### config.mk
export PLATFORM = sky130hd
export DESIGN_NAME = sdt_ctrl
export DESIGN_NICKNAME = d
export VERILOG_FILES = /design/src/sdt_pkg.sv /design/src/sdt_bank_if.sv /design/src/sdt_bank_timer.sv /design/src/sdt_ctrl.sv
export SDC_FILE = /design/constraint.sdc
export NUM_CORES = 1
export LEC_CHECK = 0
export BUFFER_PORTS_ARGS = -buffer_cell sky130_fd_sc_hd__buf_2
export CORE_ASPECT_RATIO = 0.7
export CORE_MARGIN = 3
export CORE_UTILIZATION = 45
export CTS_CLUSTER_SIZE = 30
export DETAILED_ROUTE_END_ITERATION = 8
export GPL_ROUTABILITY_DRIVEN = 0
export PLACE_DENSITY = 0.65
export SLEW_MARGIN = 0
export SYNTH_ARGS = -nofsm -noshare
export SYNTH_HDL_FRONTEND = slang
export SYNTH_HIERARCHICAL = 1
export SYNTH_SLANG_ARGS = --single-unit
### constraint.sdc
create_clock -name clock -period 7.3 [get_ports clock]
set_input_delay 1.825 -clock clock [delete_from_list [all_inputs] [get_ports clock]]
set_output_delay 1.825 -clock clock [all_outputs]
set_load 0.01 [all_outputs]
### src/sdt_pkg.sv
package sdt_pkg;

    // ------------------------------------------------------------
    // clock and speed grade (middle grade, cas latency two)
    // ------------------------------------------------------------
    localparam real CLK_NS = 8.0;            // 125 MHz controller clock
    localparam int CAS_LAT = 2;              // latency programmed at init
    localparam real TCK_CL2_MIN_NS = 8.0;    // shortest period, latency two
    localparam real TCK_CL3_MIN_NS = 6.0;    // shortest period, latency three

    // ------------------------------------------------------------
    // command timing as printed, in nanoseconds unless the name gives another unit
    // ------------------------------------------------------------
    localparam real T_RC_NS = 60.0;          // act to act, ref to ref
    localparam real T_RAS_NS = 36.0;         // act to pre, least
    localparam real T_RAS_MAX_NS = 100000.0; // act to pre, longest
    localparam real T_RP_NS = 18.0;          // pre to act
    localparam real T_RCD_NS = 18.0;         // act to read or write
    localparam real T_RRD_NS = 12.0;         // act bank a to act bank b
    localparam real CKE_EXTRA_NS = 3.0;      // clock_enable_recovery beyond one clock
    localparam real REFRESH_WINDOW_MS = 64.0;
    localparam int REFRESH_ROWS = 4096;
    localparam real POWERUP_US = 100.0;
    localparam int T_DPL_CLK = 2;            // last write data to pre
    localparam int T_DAL_CLK = 2;            // last write data to auto-pre start
    localparam int T_MCD_CLK = 2;            // mode_load_settle

    // ------------------------------------------------------------
    // conversion to whole cycles
    // ------------------------------------------------------------
    // least times round up, longest times round down, never below one
    function automatic int cyc_up(real ns);
        int c;
        c = int'($ceil(ns / CLK_NS));
        return (c < 1) ? 1 : c;
    endfunction

    function automatic int cyc_dn(real ns);
        int c;
        c = int'($floor(ns / CLK_NS));
        return (c < 1) ? 1 : c;
    endfunction

    localparam int T_RC_CYC = cyc_up(T_RC_NS);
    localparam int T_RAS_CYC = cyc_up(T_RAS_NS);
    localparam int T_RP_CYC = cyc_up(T_RP_NS);
    localparam int T_RCD_CYC = cyc_up(T_RCD_NS);
    localparam int T_RRD_CYC = cyc_up(T_RRD_NS);
    localparam int CKE_REC_CYC = cyc_up(CLK_NS + CKE_EXTRA_NS);
    localparam int T_DAL_CYC = T_DAL_CLK + T_RP_CYC;
    localparam int REF_INT_CYC = cyc_dn(REFRESH_WINDOW_MS * 1.0e6 / REFRESH_ROWS);
    localparam int POWERUP_CYC_DEF = cyc_up(POWERUP_US * 1.0e3);
    localparam int RAS_MAX_CYC_DEF = cyc_dn(T_RAS_MAX_NS);
    localparam int INIT_REFS = 8;            // auto refreshes during init

    // ------------------------------------------------------------
    // widths, pin fields and commands {cs_n, ras_n, cas_n, we_n}
    // ------------------------------------------------------------
    localparam int CNT_W = 4;
    localparam int GAP_W = 16;
    localparam int AGE_W = 16;
    localparam int REF_W = 12;
    localparam int ROW_W = 11;
    localparam int COL_W = 8;
    localparam int ADDR_W = 12;
    localparam int DQ_W = 16;
    localparam int A10_BIT = 10;             // auto-pre / all-banks flag
    localparam int BANK_BIT = 11;            // bank select
    localparam logic [ADDR_W-1:0] MODE_WORD = 12'h020;   // burst 1, seq, cas 2
    localparam logic [ADDR_W-1:0] PRE_ALL_ADDR = 12'h400;
    localparam logic [3:0] CMD_DESEL = 4'hF;
    localparam logic [3:0] CMD_NOP = 4'h7;
    localparam logic [3:0] CMD_ACT = 4'h3;
    localparam logic [3:0] CMD_READ = 4'h5;
    localparam logic [3:0] CMD_WRITE = 4'h4;
    localparam logic [3:0] CMD_PRE = 4'h2;
    localparam logic [3:0] CMD_REF = 4'h1;
    localparam logic [3:0] CMD_MRS = 4'h0;

    typedef enum logic [3:0] {
        S_POWER, S_CKE, S_INIT_REF, S_INIT_MRS, S_IDLE, S_REF, S_ACT, S_RW, S_PRE
    } sdt_state_t;

endpackage

### src/sdt_bank_if.sv
`timescale 1ns/1ns
`default_nettype none

// ------------------------------------------------------------
// sequencer to per-bank timer
// ------------------------------------------------------------
interface sdt_bank_if;
    logic act;      // activate decided for this bank
    logic pre;      // precharge decided (own or all banks)
    logic rw;       // column command decided
    logic wr;       // column command is a write
    logic ap;       // column command carries auto-precharge
    logic can_act;  // bank idle and precharged
    logic can_rw;   // row open long enough for a column command
    logic can_pre;  // row open long enough to close
    logic is_open;  // row open

    modport ctrl (output act, pre, rw, wr, ap, input can_act, can_rw, can_pre, is_open);
    modport timer (input act, pre, rw, wr, ap, output can_act, can_rw, can_pre, is_open);
endinterface

`default_nettype wire

### src/sdt_bank_timer.sv
`timescale 1ns/1ns
`default_nettype none

module sdt_bank_timer #(
    parameter int OPEN_MAX = sdt_pkg::RAS_MAX_CYC_DEF
) (
    input wire logic clock,
    input wire logic rst_n,
    sdt_bank_if.timer bi
);
    import sdt_pkg::*;

    // ------------------------------------------------------------
    // countdown state, zero means the gap has passed
    // ------------------------------------------------------------
    logic [CNT_W-1:0] rc_ff, rcd_ff, ras_ff, rp_ff, dpl_ff; // per-bank gaps
    logic open_ff; // row open
    logic [AGE_W-1:0] age_ff; // cycles the row has stayed open
    logic ap_close; // column command closes the row itself

    // load a gap on its event, else count down to zero
    function automatic logic [CNT_W-1:0] step(logic ld, int val, logic [CNT_W-1:0] cur);
        if (ld) begin
            return CNT_W'(val - 1);
        end
        return (cur != '0) ? cur - 1'b1 : cur;
    endfunction

    assign ap_close = bi.rw && bi.ap;

    // ------------------------------------------------------------
    // counters
    // ------------------------------------------------------------
    always_ff @(posedge clock) begin
        if (!rst_n) begin
            rc_ff <= '0;
            rcd_ff <= '0;
            ras_ff <= '0;
            rp_ff <= '0;
            dpl_ff <= '0;
            open_ff <= 1'b0;
            age_ff <= '0;
        end else begin
            rc_ff <= step(bi.act, T_RC_CYC, rc_ff);
            ras_ff <= step(bi.act, T_RAS_CYC, ras_ff);
            rcd_ff <= step(bi.act, T_RCD_CYC, rcd_ff);
            dpl_ff <= step(bi.rw && bi.wr && !bi.ap, T_DPL_CLK, dpl_ff);
            // auto-pre reads are treated like writes: costs little, never early
            rp_ff <= ap_close ? CNT_W'(T_DAL_CYC - 1) : step(bi.pre, T_RP_CYC, rp_ff);
            open_ff <= bi.act | (open_ff & ~bi.pre & ~ap_close);
            age_ff <= bi.act ? '0 : (open_ff ? age_ff + 1'b1 : '0);
        end
    end

    assign bi.is_open = open_ff;
    assign bi.can_act = !open_ff && rc_ff == '0 && rp_ff == '0;
    assign bi.can_rw = open_ff && rcd_ff == '0;
    assign bi.can_pre = open_ff && ras_ff == '0 && dpl_ff == '0;
endmodule

`default_nettype wire

### src/sdt_ctrl.sv
// How it works
// - same-bank activates and refreshes spaced row cycle
// - activate to precharge: least and longest bound
// - precharge to activate waits precharge time
// - activate to read or write waits
// - activates to different banks spaced apart
// - two clocks after write data before precharge
// - auto-precharge write: two clocks plus precharge
// - one refresh every window over row count
// - hundred microsecond wait, then init sequence
// - clock period meets latency minimum
// - clock enable raised: one clock plus three
// - address ten high precharges both banks
// - next command two clocks after mode load
// - refresh only with both banks precharged
`timescale 1ns/1ns
`default_nettype none

module sdt_ctrl #(
    parameter int POWERUP_CYC = sdt_pkg::POWERUP_CYC_DEF,
    parameter int RAS_MAX_CYC = sdt_pkg::RAS_MAX_CYC_DEF
) (
    input wire logic clock,
    input wire logic rst_n,
    input wire logic req_valid,
    output logic req_ready,
    input wire logic req_write,
    input wire logic req_auto_pre,
    input wire logic req_bank,
    input wire logic [sdt_pkg::ROW_W-1:0] req_row,
    input wire logic [sdt_pkg::COL_W-1:0] req_col,
    input wire logic [sdt_pkg::DQ_W-1:0] req_wdata,
    output logic rd_valid,
    output logic [sdt_pkg::DQ_W-1:0] rd_data,
    output logic init_done,
    output logic sd_cke,
    output logic sd_cs_n,
    output logic sd_ras_n,
    output logic sd_cas_n,
    output logic sd_we_n,
    output logic [sdt_pkg::ADDR_W-1:0] sd_addr,
    output logic [1:0] sd_dqm,
    output logic [sdt_pkg::DQ_W-1:0] sd_dq_out,
    output logic sd_dq_oe,
    input wire logic [sdt_pkg::DQ_W-1:0] sd_dq_in
);
    import sdt_pkg::*;

    // ------------------------------------------------------------
    // state
    // ------------------------------------------------------------
    sdt_state_t state_ff, nxt_state; // sequencer
    logic [GAP_W-1:0] gap_ff, nxt_gap; // global command gap
    logic [CNT_W-1:0] rrd_ff; // bank-to-bank activate gap
    logic [3:0] refs_ff; // init refreshes done
    logic [REF_W-1:0] ref_cnt_ff; // refresh interval divider
    logic ref_due_ff; // a refresh is owed
    logic ready_ff, init_ff, nxt_init; // user handshake, init finished
    logic bank_ff, wr_ff, ap_ff; // latched request
    logic [ROW_W-1:0] row_ff;
    logic [COL_W-1:0] col_ff;
    logic [DQ_W-1:0] wdata_ff;
    logic cke_ff, nxt_cke; // pin registers
    logic [3:0] cmd_ff, nxt_cmd;
    logic [ADDR_W-1:0] addr_ff, nxt_addr;
    logic [1:0] dqm_ff;
    logic [DQ_W-1:0] dq_out_ff;
    logic dq_oe_ff, nxt_oe;
    logic [CAS_LAT:0] rd_pipe_ff; // read return tracking
    logic rd_valid_ff;
    logic [DQ_W-1:0] rd_data_ff;

    // ------------------------------------------------------------
    // decoding
    // ------------------------------------------------------------
    logic take, gap_ok, ref_tick, ref_clr, go_act, go_rw, go_pre, go_pre_all;
    logic [1:0] can_act_w, can_rw_w, can_pre_w, open_w;
    wire logic p_act, p_rw, p_wr, p_pre, p_ref, p_mrs, p_a10, p_bank;

    assign take = ready_ff && req_valid;
    assign gap_ok = gap_ff == '0;
    assign ref_tick = ref_cnt_ff == '0;
    // pin view of the command being presented to the memory
    assign p_act = cmd_ff == CMD_ACT;
    assign p_wr = cmd_ff == CMD_WRITE;
    assign p_rw = p_wr || cmd_ff == CMD_READ;
    assign p_pre = cmd_ff == CMD_PRE;
    assign p_ref = cmd_ff == CMD_REF;
    assign p_mrs = cmd_ff == CMD_MRS;
    assign p_a10 = addr_ff[A10_BIT];
    assign p_bank = addr_ff[BANK_BIT];

    // ------------------------------------------------------------
    // per-bank timers
    // ------------------------------------------------------------
    for (genvar b = 0; b < 2; b++) begin : g_bank
        sdt_bank_if bif();
        sdt_bank_timer #(.OPEN_MAX(RAS_MAX_CYC)) u_timer (
            .clock(clock),
            .rst_n(rst_n),
            .bi(bif)
        );
        assign bif.act = go_act && bank_ff == 1'(b);
        // an all-banks precharge reaches both timers
        assign bif.pre = go_pre_all || (go_pre && bank_ff == 1'(b));
        assign bif.rw = go_rw && bank_ff == 1'(b);
        assign bif.wr = wr_ff;
        assign bif.ap = ap_ff;
        assign can_act_w[b] = bif.can_act;
        assign can_rw_w[b] = bif.can_rw;
        assign can_pre_w[b] = bif.can_pre;
        assign open_w[b] = bif.is_open;
    end

    // ------------------------------------------------------------
    // sequencer: one command decision per cycle, registered to pins
    // ------------------------------------------------------------
    always_comb begin
        nxt_state = state_ff;
        nxt_gap = gap_ok ? gap_ff : gap_ff - 1'b1;
        nxt_cmd = (state_ff == S_POWER) ? CMD_DESEL : CMD_NOP;
        nxt_addr = '0;
        nxt_cke = cke_ff;
        nxt_oe = 1'b0;
        nxt_init = init_ff;
        go_act = 1'b0;
        go_rw = 1'b0;
        go_pre = 1'b0;
        go_pre_all = 1'b0;
        ref_clr = 1'b0;
        case (state_ff)
            S_POWER: begin
                // clock enable held low through the supply settle wait
                if (gap_ok) begin
                    nxt_cke = 1'b1;
                    nxt_gap = GAP_W'(CKE_REC_CYC);
                    nxt_state = S_CKE;
                end
            end
            S_CKE: begin
                // gap counts from the pin edge, hence the full recovery count
                if (gap_ok) begin
                    nxt_cmd = CMD_PRE;
                    nxt_addr = PRE_ALL_ADDR;
                    go_pre_all = 1'b1;
                    nxt_gap = GAP_W'(T_RP_CYC - 1);
                    nxt_state = S_INIT_REF;
                end
            end
            S_INIT_REF: begin
                if (gap_ok) begin
                    nxt_cmd = CMD_REF;
                    nxt_gap = GAP_W'(T_RC_CYC - 1);
                    if (refs_ff == 4'(INIT_REFS - 1)) begin
                        nxt_state = S_INIT_MRS;
                    end
                end
            end
            S_INIT_MRS: begin
                if (gap_ok) begin
                    nxt_cmd = CMD_MRS;
                    nxt_addr = MODE_WORD;
                    nxt_gap = GAP_W'(T_MCD_CLK - 1);
                    nxt_init = 1'b1;
                    nxt_state = S_IDLE;
                end
            end
            S_IDLE: begin
                // refresh outranks a waiting request
                if (ref_due_ff) begin
                    nxt_state = S_REF;
                end else if (take) begin
                    nxt_state = S_ACT;
                end
            end
            S_REF: begin
                if (gap_ok && &can_act_w) begin
                    nxt_cmd = CMD_REF;
                    nxt_gap = GAP_W'(T_RC_CYC - 1);
                    ref_clr = 1'b1;
                    nxt_state = S_IDLE;
                end
            end
            S_ACT: begin
                if (gap_ok && can_act_w[bank_ff] && rrd_ff == '0) begin
                    nxt_cmd = CMD_ACT;
                    nxt_addr = {bank_ff, row_ff};
                    go_act = 1'b1;
                    nxt_state = S_RW;
                end
            end
            S_RW: begin
                if (can_rw_w[bank_ff]) begin
                    nxt_cmd = wr_ff ? CMD_WRITE : CMD_READ;
                    nxt_addr = {bank_ff, ap_ff, 2'h0, col_ff};
                    nxt_oe = wr_ff;
                    go_rw = 1'b1;
                    nxt_state = ap_ff ? S_IDLE : S_PRE;
                end
            end
            S_PRE: begin
                if (can_pre_w[bank_ff]) begin
                    nxt_cmd = CMD_PRE;
                    nxt_addr = {bank_ff, 11'h000};
                    go_pre = 1'b1;
                    nxt_state = S_IDLE;
                end
            end
            default: begin
                nxt_state = S_POWER;
            end
        endcase
    end

    // ------------------------------------------------------------
    // sequencer registers
    // ------------------------------------------------------------
    always_ff @(posedge clock) begin
        if (!rst_n) begin
            state_ff <= S_POWER;
            gap_ff <= GAP_W'(POWERUP_CYC - 1);
            rrd_ff <= '0;
            refs_ff <= '0;
            init_ff <= 1'b0;
            ready_ff <= 1'b0;
        end else begin
            state_ff <= nxt_state;
            gap_ff <= nxt_gap;
            rrd_ff <= go_act ? CNT_W'(T_RRD_CYC - 1) : (rrd_ff != '0 ? rrd_ff - 1'b1 : rrd_ff);
            refs_ff <= refs_ff + 4'((state_ff == S_INIT_REF) && gap_ok);
            init_ff <= nxt_init;
            ready_ff <= nxt_state == S_IDLE && !ref_due_ff && !ref_tick;
        end
    end

    // request latch; no reset needed, only read after a take
    always_ff @(posedge clock) begin
        if (take) begin
            bank_ff <= req_bank;
            wr_ff <= req_write;
            ap_ff <= req_auto_pre;
            row_ff <= req_row;
            col_ff <= req_col;
            wdata_ff <= req_wdata;
        end
    end

    // ------------------------------------------------------------
    // refresh budget
    // ------------------------------------------------------------
    // a tick in the clearing cycle keeps the flag set
    always_ff @(posedge clock) begin
        if (!rst_n) begin
            ref_cnt_ff <= REF_W'(REF_INT_CYC - 1);
            ref_due_ff <= 1'b0;
        end else begin
            ref_cnt_ff <= ref_tick ? REF_W'(REF_INT_CYC - 1) : ref_cnt_ff - 1'b1;
            ref_due_ff <= ref_tick | (ref_due_ff & ~ref_clr);
        end
    end

    // ------------------------------------------------------------
    // pins and read return
    // ------------------------------------------------------------
    always_ff @(posedge clock) begin
        if (!rst_n) begin
            cke_ff <= 1'b0;
            cmd_ff <= CMD_DESEL;
            addr_ff <= '0;
            dqm_ff <= 2'h3;
            dq_out_ff <= '0;
            dq_oe_ff <= 1'b0;
            rd_pipe_ff <= '0;
            rd_valid_ff <= 1'b0;
            rd_data_ff <= '0;
        end else begin
            cke_ff <= nxt_cke;
            cmd_ff <= nxt_cmd;
            addr_ff <= nxt_addr;
            dqm_ff <= {2{~nxt_init}}; // masked until the mode is loaded
            dq_out_ff <= nxt_oe ? wdata_ff : '0;
            dq_oe_ff <= nxt_oe;
            rd_pipe_ff <= {rd_pipe_ff[CAS_LAT-1:0], go_rw && !wr_ff};
            rd_valid_ff <= rd_pipe_ff[CAS_LAT];
            rd_data_ff <= rd_pipe_ff[CAS_LAT] ? sd_dq_in : rd_data_ff;
        end
    end

    assign req_ready = ready_ff;
    assign init_done = init_ff;
    assign rd_valid = rd_valid_ff;
    assign rd_data = rd_data_ff;
    assign sd_cke = cke_ff;
    assign {sd_cs_n, sd_ras_n, sd_cas_n, sd_we_n} = cmd_ff;
    assign sd_addr = addr_ff;
    assign sd_dqm = dqm_ff;
    assign sd_dq_out = dq_out_ff;
    assign sd_dq_oe = dq_oe_ff;

    // shortest legal period follows the latency programmed at init; kept integral for the checker
    localparam bit PERIOD_OK = (CAS_LAT == 3) ? (CLK_NS >= TCK_CL3_MIN_NS) : (CLK_NS >= TCK_CL2_MIN_NS);
endmodule

`default_nettype wire

# ---- Word level (Yosys, flattened, before mapping)
# Cells that the tools add are included.
dict set report classes {
  add_sub_neg 14
  order_cmp 1
  eq_ne 10
  mux 101
  bitwise_logic 16
  n_reduce_logical 84
}
# operator count
set op_table {}
lappend op_table {{$mux W4} 50}
lappend op_table {{$mux W16} 5}
lappend op_table {{$pmux W16 S4} 1}
lappend op_table {{$pmux W12 S5} 1}
lappend op_table {{$logic_not A4 Y1} 12}
lappend op_table {{$reduce_bool A4 Y1} 11}
lappend op_table {{$sub A4 B1 Y4 const B} 11}
lappend op_table {{$mux W12} 3}
lappend op_table {{$pmux W4 S9} 1}
lappend op_table {{$mux W1} 35}
lappend op_table {{$logic_and A1 B1 Y1} 30}
lappend op_table {{$pmux W4 S7} 1}
lappend op_table {{$eq A4 B3 Y1 const B} 6}
lappend op_table {{$reduce_bool A2 Y1} 11}
lappend op_table {{$logic_not A16 Y1} 1}
lappend op_table {{$sub A16 B1 Y16 const B} 1}
lappend op_table {{$logic_not A12 Y1} 1}
lappend op_table {{$sub A12 B1 Y12 const B} 1}
lappend op_table {{$mux W11} 1}
lappend op_table {{$reduce_or A2 Y1} 5}
lappend op_table {{$eq A4 B2 Y1 const B} 2}
lappend op_table {{$not A1 Y1} 8}
lappend op_table {{$logic_not A1 Y1} 6}
lappend op_table {{$mux W3} 2}
lappend op_table {{10 further kinds} 20}
dict set report word_totals {
  register_bits 178
  inputBits 57
  out_inout_bits 55
}

# ---- Longest topological paths before layout
# Gate-level depths: netlist of the first run.
dict set report logic_depth {
  ltp_word 13
  depth_mapped 11
  mapped_depth_nobuf 11
}

# ---- By module
# Netlist of the first run, hierarchy kept.
# module n_inst cells_per_inst area_each_um2
set by_module_without_submodules {}
lappend by_module_without_submodules {sdt_ctrl 1 473 5265.0}
lappend by_module_without_submodules {sdt_bank_timer 2 117 1076.0}

# ---- Least setup slack after synthesis of the first run
# No wires, ideal clock.
dict set report synth_path {
  path_kind {input to register}
  start {input req_valid}
  end {register ready_ff (netlist: req_ready)}
  setup_time_ns 0.125
  t_arrival_ns 3.431
  required_ns 7.175
  slack_ns 3.744
  path_stages 5
  path_buffers 0
  cell_sequence {and2_1 -> a31oi_1 -> o32ai_1 -> a31oi_1 -> nor4bb_2}
}
dict set report synth_between {
  elab_chain_len 7
}
# item line_no
set synth_rtl {}
lappend synth_rtl {{start, declared} sdt_ctrl.sv:25} ;# input wire logic req_valid,
lappend synth_rtl {{$logic_and A1 B1 Y1} sdt_ctrl.sv:80} ;# assign take = ready_ff && req_valid;
lappend synth_rtl {{$mux W4} sdt_ctrl.sv:172} ;# end else if (take) begin
lappend synth_rtl {{$mux W4} sdt_ctrl.sv:170} ;# if (ref_due_ff) begin
lappend synth_rtl {{$pmux W4 S9} sdt_ctrl.sv:131} ;# case (state_ff)
lappend synth_rtl {{$eq A4 B3 Y1} sdt_ctrl.sv:232} ;# ready_ff <= nxt_state == S_IDLE && !ref_due_ff && !ref_tick;
lappend synth_rtl {{$logic_and A1 B1 Y1 (2 in series)} sdt_ctrl.sv:232}
lappend synth_rtl {{end signal, assigned} sdt_ctrl.sv:232}
lappend synth_rtl {{end, declared} sdt_ctrl.sv:58} ;# logic ready_ff, init_ff, nxt_init;
# No other way between the ends.
# A chain may end at the register's enable or synchronous reset.

# ---- Worst setup path in the final report of the first run
dict set report layout_path {
  start {register g_bank[0].u_timer.rc_ff[0]}
  end {register g_bank[1].u_timer.rcd_ff[0]}
}
dict set report layout_between {
  elab_chain_len 13
  elab_cells_between_ends 14
  cone_classes {mux (7); reduce/logical (7)}
}
# item line_no
set layout_rtl {}
lappend layout_rtl {{start, declared} sdt_bank_timer.sv:16} ;# logic [CNT_W-1:0] rc_ff, rcd_ff, ras_ff, rp_ff, dpl_ff;
lappend layout_rtl {{start signal, assigned} sdt_bank_timer.sv:44} ;# rc_ff <= step(bi.act, T_RC_CYC, rc_ff);
lappend layout_rtl {{$logic_not A4 Y1 *} sdt_bank_timer.sv:56} ;# assign bi.can_act = !open_ff && rc_ff == '0 && rp_ff == '0;
lappend layout_rtl {{$logic_and A1 B1 Y1 * (2 in series)} sdt_bank_timer.sv:56}
lappend layout_rtl {{net g_bank[0].bif.can_act} sdt_bank_if.sv:13} ;# logic can_act;
lappend layout_rtl {{$mux W1 (implied by the code) * (2 in series)} sdt_ctrl.sv:185} ;# if (gap_ok && can_act_w[bank_ff] && rrd_ff == '0) begin
lappend layout_rtl {{$logic_and A1 B1 Y1 * (2 in series)} sdt_ctrl.sv:185}
lappend layout_rtl {{$mux W1 *} sdt_ctrl.sv:185}
lappend layout_rtl {{$mux W1 *} sdt_ctrl.sv:131}
lappend layout_rtl {{$logic_and A1 B1 Y1 *} sdt_ctrl.sv:103} ;# assign bif.act = go_act && bank_ff == 1'(b);
lappend layout_rtl {{net g_bank[1].bif.act} sdt_bank_if.sv:8} ;# logic act;
lappend layout_rtl {{$mux W1 *} sdt_bank_timer.sv:23} ;# if (ld) begin
lappend layout_rtl {{$mux W1 *} sdt_bank_timer.sv:35} ;# if (!rst_n) begin
lappend layout_rtl {{$mux W4 or $reduce_bool A2 Y1 (tied branches)} n/a}
lappend layout_rtl {{end signal, assigned} sdt_bank_timer.sv:46} ;# rcd_ff <= step(bi.act, T_RCD_CYC, rcd_ff);
lappend layout_rtl {{end, declared} sdt_bank_timer.sv:16}
# The timed path passes the listed nets; every way through them passes the cells marked *. The select of a mux whose other input is x is not followed.

==> results of run 1 <==
## metrics by stage
step | hold WS, ps | util (%) | cells | setup slack [ps] | power [mW]
2_1_floorplan | 412 | - | 707 | 3740 | 1.76
3_3_place_gp | 418 | 51.6 | 1015 | 3870 | 1.84
3_5_place_dp | 423 | 51.6 | 1015 | 3770 | 1.89
4_1_cts | 440 | 55.4 | 1047 | 4080 | 2.84
5_1_grt | 448 | 55.4 | 1047 | 3780 | 2.99
6_report | 435 | 55.4 | 1047 | 4060 | 2.82
## placed cells by master, fill, tap and decap left out, types with 6 or more instances in the layout
cell       Yosys  routed
dfxtp_1      140     140
buf_2          6     111
nor2_1        67      67
nand2_1       41      41
inv_1         39      39
edfxtp_1      38      38
mux2i_1       31      31
xnor2_1       30      30
nor3_1        29      29
and2_1        29      28
nor2b_1       25      25
ha_1          24      24
clkbuf_16      0      17
nand3_1       12      12
a21oi_1       12      12
o21ai_0       11      11
nand2b_1      10      10
o21a_1        10      10
a21boi_0       9       9
a22oi_1        8       8
a211oi_1       7       7
or4_1          6       6
xor2_1         6       6
## critical path, stage by stage, from the launching register on
cell,delay [ps]
dfxtp_1,310
inv_1,120
ha_1,210
or3b_4,420
nor3_1,410
mux2i_1,140
nor2_1,190
and4_1,550
and2_1,390
nand2b_1,300
nor2_1,90
## sequential cells by signal (all words and copies together), names as in the netlist, 2 cells and up
register and count:
g_bank.u_timer/dpl_ff 8, g_bank.u_timer/bi.is_open 2, rd_pipe_ff 3, state_ff 4, g_bank.u_timer/rp_ff 8, row_ff 11
wdata_ff 16, col_ff 8, gap_ff 16, cmd_ff 4, rrd_ff 4, ref_cnt_ff 12
refs_ff 4, g_bank.u_timer/rc_ff 8, g_bank.u_timer/rcd_ff 8, sd_dq_out 16, g_bank.u_timer/ras_ff 8, sd_addr 12
rd_data 16
## area by class of cell
class / count / area (µm²) / share of cell area [%]
Sequential cell: 178 / 3940 / 45.0
Inverter: 39 / 146 / 1.67
Clock buffer: 19 / 433 / 4.94
Clock inverter: 13 / 175 / 2.00
Tap cell: 220 / 275 / 3.14
Multi-Input combinational cell: 463 / 3210 / 36.6
Timing Repair Buffer: 115 / 586 / 6.68
## final timing paths
path | start | to | slack [ps] | depth (start not counted)
setup / recovery | g_bank[0].u_timer/rc_ff[0]$_SDFFE_PN0P_ | g_bank[1].u_timer/rcd_ff[0]$_SDFFE_PN0P_ | 4060 | 10
hold / removal | rd_pipe_ff[1]$_SDFF_PN0_ | rd_pipe_ff[2]$_SDFF_PN0_ | 430 | 1
setup reg to reg | g_bank[0].u_timer/rc_ff[0]$_SDFFE_PN0P_ | g_bank[1].u_timer/rcd_ff[0]$_SDFFE_PN0P_ | 4060 | 10
hold reg to reg | rd_pipe_ff[1]$_SDFF_PN0_ | rd_pipe_ff[2]$_SDFF_PN0_ | 430 | 1
## synthesized netlist by cell type (3+ instances only)
cell | number | area share, %
a211oi_1 | 7 | 0.71
dfxtp_1 | 140 | 38
nand3b_1 | 5 | 0.51
nor3b_2 | 4 | 0.67
nand2_1 | 41 | 2.1
mux2i_1 | 31 | 4.2
edfxtp_1 | 38 | 15
o21a_1 | 10 | 1.0
or4_1 | 6 | 0.61
and3_1 | 5 | 0.42
a2111oi_0 | 3 | 0.35
a21boi_0 | 9 | 0.91
or3b_1 | 4 | 0.47
buf_2 | 6 | 0.40
or3b_4 | 4 | 0.61
nor4_1 | 5 | 0.42
nand4b_1 | 3 | 0.35
or3_1 | 5 | 0.42
xnor2_1 | 30 | 3.5
a31oi_1 | 5 | 0.42
o21ai_0 | 11 | 0.74
xor2_1 | 6 | 0.71
ha_1 | 24 | 4.0
nor3_1 | 29 | 2.0
nor3b_1 | 3 | 0.30
nand2b_1 | 10 | 0.84
nor2_1 | 67 | 3.4
clkbuf_1 | 16 | 0.81
a21oi_1 | 12 | 0.81
and2_1 | 29 | 2.4
inv_1 | 39 | 2.0
buf_1 | 3 | 0.15
nand3_1 | 12 | 0.81
nor2b_1 | 25 | 2.1
a22oi_1 | 8 | 0.81
o31ai_1 | 4 | 0.40
a211oi_2 | 3 | 0.51
## power by group through the flow
| stage | combinational [mW] | sequential [mW] | clock (mW) |
|---|---|---|---|
| CTS | 0.668 | 1.21 | 0.964 |
| floorplan | 0.551 | 1.21 | 0 |
| global route | 0.753 | 1.23 | 1.01 |
| detailed placement | 0.662 | 1.23 | 0 |
| global placement | 0.614 | 1.22 | 0 |
| finish | 0.662 | 1.21 | 0.942 |
## routing by layer
layer	vias up	global-route usage (%)
li1	2679	-
met1	2474	22.9
met2	195	29.1
met3	21	4.36
met4	0	7.17
met5	-	0
## kinds of logic after synthesis
family                   Yosys count  synth area share [%]
flip-flops                       178                  53.2
multiplexers                      32                  4.34
adder cells (fa/ha/maj)           24                  4.05
XOR/XNOR                          36                  4.25
buffers and inverters             66                  3.54
AND/OR/NAND/NOR                  275                  21.0
AO/OA/AOI/OAI                     96                  9.70
==> flow_summary.ini, run 1 <==
[status]
status = finished clean

[grt]
grt_pass1_vias = 5342
antenna_found_initial = 0
grt_pass1_wl_mm = 26.1
grtUsageTotal_pct = 17.8
grt-ovfl-total = 0
grt_max_degree = 76

[drt]
vias_per_cell = 5.13
drcViolationCount = 0
route.detailed.wl_per_inst_um = 14.9
dr_wl_met3_mm = 1.07
wl_met2_mm = 7.15
routed_wirelength_mm = 15.6
firstDrtPassIters = 5
num_vias = 5369
initialDrtViolationCount = 446
ant_nets = 0
drt-met1-wl_mm = 7.17
topRoutingLayerUsed = met4

[clock_network]
post_cts_buffers = 0
cts_tree = yes
htreeDepth = 4
ctsHoldBuffers = 0
clk_path_buf_depth = 2
cts_root_buf = clkbuf_16
cts.repair.resized = 0
clock_sinks = 178
insertion_delay_ps = 430
numCtsBuffers = 17
clk_pin_slew_ps = 70

[sta]
min_period_ps = 3240
report.final.slew_viol_count = 0
rsz0062_at_grt = false
worst_clock_skew_ps = 6.81
tns_ps = 0
fin_crit_sh_pct = 44.4
hold_viol = 0
worstMarginPinSlew_ps = 1250
fmax_mhz = 309
slew_headroom_pct = 15.2
setup_viol = 0

[placement]
placed_area_mm2 = 0.00816
port_buffers = 111
dp_hpwl_mm = 11.2

[cells_and_area]
antenna_cells = 0
fillerInstances = 1334
syn_to_final_growth_pct = 18.3
drive_gt1_share_pct = 20.9
stdcell_area_mm2 = 0.00877
finalNetCount = 895

[pwr]
peakVddDrop_uv = 147
leakagePower_nw = 3.49
clockPowerShare_pct = 33.4
p_sw_mw = 0.816
switching_share_pct = 28.9
pwr-share-comb_pct = 23.5
p_seq_share_pct = 43.1
internal_power_mw = 2.00
powerDensity_mw_per_mm2 = 321

[synth]
avgSynthCellArea_um2 = 10.5
yosys_register_bits = 178
yosysWarnings = 6
syn_inst = 707
synth_ff_type = dfxtp_1
synthDistinctLibCells = 72
synth_edf_count = 38
syn-num-nets = 788
syn-cell-area_mm2 = 0.00742
ys_seq_area_share_pct = 53.2
async_flop_share_pct = 0

[floorplan]
die_h_um = 113
core_area_mm2 = 0.0158
dieArea_mm2 = 0.0181
rows = 38
ios = 112
die_x_um = 159
initial_core_util_pct = 46.8

[min_path]
hp-class = reg2reg

[critical_path]
endpoint_kind = flip-flop
required_ps = 7610
crit_path_start_kind = flip-flop
critPathKind = reg2reg
cp_max_fo = 12
cp.arrival_ps = 3550

[job]
maxCapViolCount = 0
Power figures use the tool's default switching activity.
==> inputs of run 2 (changes only) <==
==> constraint.sdc (replaced) <==
create_clock -name clock -period 3.1 [get_ports clock]
set_input_delay 0.775 -clock clock [delete_from_list [all_inputs] [get_ports clock]]
set_output_delay 0.775 -clock clock [all_outputs]
set_load 0.01 [all_outputs]
==> run 2 against run 1 <==
  * Sequential power up 140%
  * Via count up 0.73%
  * Worst hold slack better by 1.7 ps
  * Fmax up 18%
  * Register-to-register slack worse by 3700 ps
  * Combinational power up 130%
  * Count of clock-buffer cells in the layout unchanged
  * Flip-flop and latch count unchanged
  * Core utilization up 0.17 points
  * Final cell count up 0.86%
  * Clock skew up 2.8 ps
  * Highest routed layer unchanged
==> flow_summary.ini, run 2 (synthesized netlist as in run 1, its figures left out) <==
[clock_network]
htreeDepth = 4
cts.repair.resized = 0
insertion_delay_ps = 430
clk_path_buf_depth = 2
clock_sinks = 178
numCtsBuffers = 17
ctsHoldBuffers = 0
clk_pin_slew_ps = 70
cts_root_buf = clkbuf_16
post_cts_buffers = 0
cts_tree = yes

[pwr]
switching_share_pct = 29.3
p_seq_share_pct = 44.2
leakagePower_nw = 3.51
clockPowerShare_pct = 31.8
internal_power_mw = 4.57
peakVddDrop_uv = 410
powerDensity_mw_per_mm2 = 735
pwr-share-comb_pct = 24.0
p_sw_mw = 1.90

[drt]
ant_nets = 0
wl_met2_mm = 6.86
route.detailed.wl_per_inst_um = 14.6
topRoutingLayerUsed = met4
drcViolationCount = 0
firstDrtPassIters = 5
initialDrtViolationCount = 328
num_vias = 5408
vias_per_cell = 5.12
routed_wirelength_mm = 15.5
dr_wl_met3_mm = 1.02
drt-met1-wl_mm = 7.33

[sta]
tns_ps = 0
rsz0062_at_grt = false
slew_headroom_pct = 40.3
fmax_mhz = 364
fin_crit_sh_pct = 88.5
min_period_ps = 2740
setup_viol = 0
worst_clock_skew_ps = 9.60
report.final.slew_viol_count = 0
worstMarginPinSlew_ps = 895
hold_viol = 0

[critical_path]
cp_max_fo = 7
worstRegToRegCells = 10
required_ps = 3400
crit_path_start_kind = flip-flop
endpoint_kind = flip-flop
r2r-end = g_bank[1].u_timer/ras_ff[1]$_SDFFE_PN0P_
r2r_slack_ps = 360
cp.arrival_ps = 3040
r2r_start = g_bank[0].u_timer/rc_ff[0]$_SDFFE_PN0P_
critPathKind = reg2reg

[min_path]
hold-path-endpoint = rd_pipe_ff[2]$_SDFF_PN0_
holdCritStartpoint = rd_pipe_ff[1]$_SDFF_PN0_
holdPathStages = 1
hp-class = reg2reg

[cells_and_area]
syn_to_final_growth_pct = 18.6
antenna_cells = 0
mostFrequentLayoutCells = dfxtp_1, buf_2, nor2_1, nand2_1, inv_1
drive_gt1_share_pct = 21.9
fin_util_pct = 55.6
final_common_cell = dfxtp_1
fillerInstances = 1371
stdcell_count = 1056
finalNetCount = 904

[grt]
grt-ovfl-total = 0
grt_pass1_wl_mm = 26.0
antenna_found_initial = 0
grt_max_degree = 57
grtUsageTotal_pct = 17.6
grt_pass1_vias = 5423

[floorplan]
ios = 112
initial_core_util_pct = 46.8
core_area_mm2 = 0.0158
die_x_um = 159
rows = 38
die_h_um = 113
dieArea_mm2 = 0.0181

[placement]
dp.cells = 1024
dp_hpwl_mm = 11.2
port_buffers = 111

[status]
status = finished clean

[job]
maxCapViolCount = 0
[run 2: worst max path at each step]
stage | from | to
after floorplan | g_bank[1].u_timer/rc_ff[0]$_SDFFE_PN0P_ | g_bank[1].u_timer/ras_ff[1]$_SDFFE_PN0P_
after global placement | g_bank[0].u_timer/rc_ff[0]$_SDFFE_PN0P_ | g_bank[1].u_timer/ras_ff[1]$_SDFFE_PN0P_
after detailed placement | g_bank[0].u_timer/rc_ff[0]$_SDFFE_PN0P_ | g_bank[1].u_timer/ras_ff[1]$_SDFFE_PN0P_
after CTS | g_bank[0].u_timer/rc_ff[0]$_SDFFE_PN0P_ | g_bank[1].u_timer/ras_ff[1]$_SDFFE_PN0P_
after global routing | g_bank[0].u_timer/rc_ff[0]$_SDFFE_PN0P_ | g_bank[1].u_timer/ras_ff[1]$_SDFFE_PN0P_
final | g_bank[0].u_timer/rc_ff[0]$_SDFFE_PN0P_ | g_bank[1].u_timer/ras_ff[1]$_SDFFE_PN0P_
[run 2: layout make-up]
class                           instances  area [µm²]  share of cell area [%]
Sequential cell                       178        3940                    44.8
Multi-Input combinational cell        463        3210                    36.5
Timing Repair Buffer                  124         653                    7.42
Clock buffer                           19         443                    5.03
Tap cell                              220         275                    3.13
Inverter                               39         146                    1.66
Clock inverter                         13         125                    1.42
[run 2: power by group through the flow]
stage          Sequential, mW  Combinational (mW)  Clock (mW)
3_3_place_gp             2.88                1.45           0
3_5_place_dp             2.90                1.56           0
2_1_floorplan            2.84                1.30           0
5_1_grt                  2.89                1.76        2.22
4_1_cts                  2.85                1.57        2.11
6_report                 2.85                1.55        2.06
[run 2: stage by stage]
step	instance area [µm²]	power (mW)	setup WS, ps	hold slack [ps]
floorplan	7420	4.14	573	412
global placement	8230	4.33	498	415
detailed placement	8230	4.46	347	424
CTS	8800	6.53	334	440
global route	8800	6.87	117	460
finish	8800	6.46	355	437
[run 2: critical path: stages (launching register included)]
cell      delay [ps]
dfxtp_1          310
inv_1            110
ha_1             200
or3b_4           410
nor3_1           420
mux2i_1          130
nor2_1           170
and4_1           230
and2_1           280
nand2b_1         280
a211oi_1          80
[run 2: per-layer routing]
layer | global-route usage (%) | vias up
met4 | 7.06 | 0
li1 | - | 2700
met1 | 23.5 | 2528
met3 | 4.46 | 23
met5 | 0 | -
met2 | 27.8 | 157
==> inputs of run 3 (changes only) <==
--- a/config.mk
+++ b/config.mk
@@ -12,7 +12,7 @@
 export CTS_CLUSTER_SIZE = 30
 export DETAILED_ROUTE_END_ITERATION = 8
 export GPL_ROUTABILITY_DRIVEN = 0
-export PLACE_DENSITY = 0.65
+export PLACE_DENSITY = 0.68
 export SLEW_MARGIN = 0
 export SYNTH_ARGS = -nofsm -noshare
 export SYNTH_HDL_FRONTEND = slang
==> constraint.sdc (replaced) <==
create_clock -name clock -period 2.35 [get_ports clock]
set_input_delay 0.5875 -clock clock [delete_from_list [all_inputs] [get_ports clock]]
set_output_delay 0.5875 -clock clock [all_outputs]
set_load 0.01 [all_outputs]
==> run 3 against run 2 <==
  * Count of clock-buffer cells in the layout shrank 1
  * Die area is the same
  * Critical endpoint is now cmd_ff[2]$_SDFF_PN1_
  * Global-route usage shrank 0.097 points
  * Critical path depth shrank 1
  * Sequential power grew 33%
  * Worst setup slack lost 320 ps
  * Final area grew 3.5%
  * Combinational power grew 55%
  * Non-clock buffer count grew 21
  * Via count grew 2.6%
  * Register-to-register slack lost 320 ps
  * First-iteration DRC count grew 48%
==> flow_summary.ini, run 3 (synthesized netlist as in run 1, its figures left out) <==
[sta]
min_period_ps = 2310
report.final.slew_viol_count = 0
setup_viol = 0
fmax_mhz = 432
worst_clock_skew_ps = 13.1
fin_ws_ps = 35.3
rsz0062_at_grt = true
slew_headroom_pct = 39.3
hold_viol = 0
fin_crit_sh_pct = 98.5
worstMarginPinSlew_ps = 909
whs_ps = 324

[grt]
grtUsageTotal_pct = 17.6
grt-ovfl-total = 0
grt.busiest_layer = met2
grt_pass1_wl_mm = 26.1
antenna_found_initial = 0
grtUsageMet3_pct = 5.19
met2_usage_pct = 27.5
use_met1_pct = 24.0
grt_pass1_vias = 5326
grt_max_degree = 53

[critical_path]
cp.arrival_ps = 2600
critPathKind = reg2reg
cpPeakStageDelay_ps = 410
crit_cells = 9
r2r_start = g_bank[0].u_timer/rp_ff[0]$_SDFFE_PP0P_
crit_path_cell_trace = inv_2 -> ha_4 -> or3b_4 -> nor3_4 -> buf_4 -> nand2_1 -> o32a_1 -> o21ai_0 -> nand4b_1
crit_start = g_bank[0].u_timer/rp_ff[0]$_SDFFE_PP0P_
crit_path_end = cmd_ff[2]$_SDFF_PN1_
r2r_slack_ps = 40
critPathBufInv = 2
endpoint_kind = flip-flop
worstRegToRegCells = 9
worst_path_max_delay_cell = or3b_4
r2r-end = cmd_ff[2]$_SDFF_PN1_
cp_max_fo = 4
cpLargestDelayFamily = simple AND/OR/NAND/NOR gates
required_ps = 2630
crit_path_start_kind = flip-flop

[floorplan]
die_h_um = 113
die_x_um = 159
rows = 38
ios = 112
initial_core_util_pct = 46.8
dieArea_mm2 = 0.0181
core_area_mm2 = 0.0158

[drt]
route.detailed.wl_per_inst_um = 14.9
vias_per_cell = 5.15
drcViolationCount = 0
firstDrtPassIters = 7
routed_wirelength_mm = 16.1
num_vias = 5550
ant_nets = 0
initialDrtViolationCount = 486

[pwr]
powerDensity_mw_per_mm2 = 978
leakagePower_nw = 3.62
peakVddDrop_uv = 687

[clock_network]
insertion_delay_ps = 430
cts_tree = yes
htreeDepth = 4
clk_path_buf_depth = 2
clk_pin_slew_ps = 80
ctsHoldBuffers = 0
numCtsBuffers = 17
cts_root_buf = clkbuf_16
clock_sinks = 178

[status]
status = finished clean

[min_path]
holdCritStartpoint = req_row[8]
hp-class = in2reg

[placement]
dp.cells = 1039
port_buffers = 111
pre_cts_slack_ps = 28.4
dp_hpwl_mm = 11.6

[cells_and_area]
stdcell_count = 1077
finalNetCount = 925
fillerInstances = 1321
fin_util_pct = 57.5
final_common_cell = dfxtp_1
multi_input_area_mm2 = 0.00333
mostFrequentLayoutCells = dfxtp_1, buf_2, nor2_1, nand2_1, edfxtp_1
antenna_cells = 0
regArea_mm2 = 0.00395
syn_to_final_growth_pct = 22.8
drive_gt1_share_pct = 27.8

[job]
maxCapViolCount = 0
-- run 3: report_power, final --
| group | switching (mW) | leakage [nW] | internal (mW) |
|---|---|---|---|
| sequential | 0.297 | 1.48 | 3.48 |
| clock | 1.31 | 0.276 | 1.41 |
| combinational | 1.14 | 1.86 | 1.27 |
-- run 3: layer usage --
metal	part of all wire, %	wire, µm
met5	0	0
met2	45	7250
met3	6.6	1060
met1	47	7560
met4	1.3	201
-- run 3: how the worst min path moves through the flow --
stage,end,depth (start not counted)
2_1_floorplan,rd_pipe_ff[1]$_SDFF_PN0_,1
3_3_place_gp,rd_pipe_ff[2]$_SDFF_PN0_,1
3_5_place_dp,rd_pipe_ff[2]$_SDFF_PN0_,1
4_1_cts,wdata_ff[11]$_DFFE_PP_,1
5_1_grt,row_ff[8]$_DFFE_PP_,1
6_report,row_ff[8]$_DFFE_PP_,1
-- run 3: per-stage QoR --
stage | TNS, ps | total power [mW] | cell area [µm²]
5_1_grt | -204 | 9.43 | 9100
2_1_floorplan | 0 | 5.48 | 7440
4_1_cts | 0 | 8.73 | 8950
3_3_place_gp | 0 | 5.83 | 8380
3_5_place_dp | 0 | 6.01 | 8380
6_report | 0 | 8.90 | 9100
-- run 3: timing repair --
item | CTS | global route
endpoints found under the setup margin | 0 | 65
buffers inserted | 0 | 5
resized for setup | 0 | 45
hold endpoints to repair | 0 | 0
-- run 3: layout make-up --
type | instances | area share [%]
tap | 220 | 3.02
inverter | 39 | 1.61
clock inverter | 14 | 1.55
timing repair buffer | 145 | 9.10
sequential | 178 | 43.4
clock buffer | 18 | 4.71
multi-input combinational | 463 | 36.6
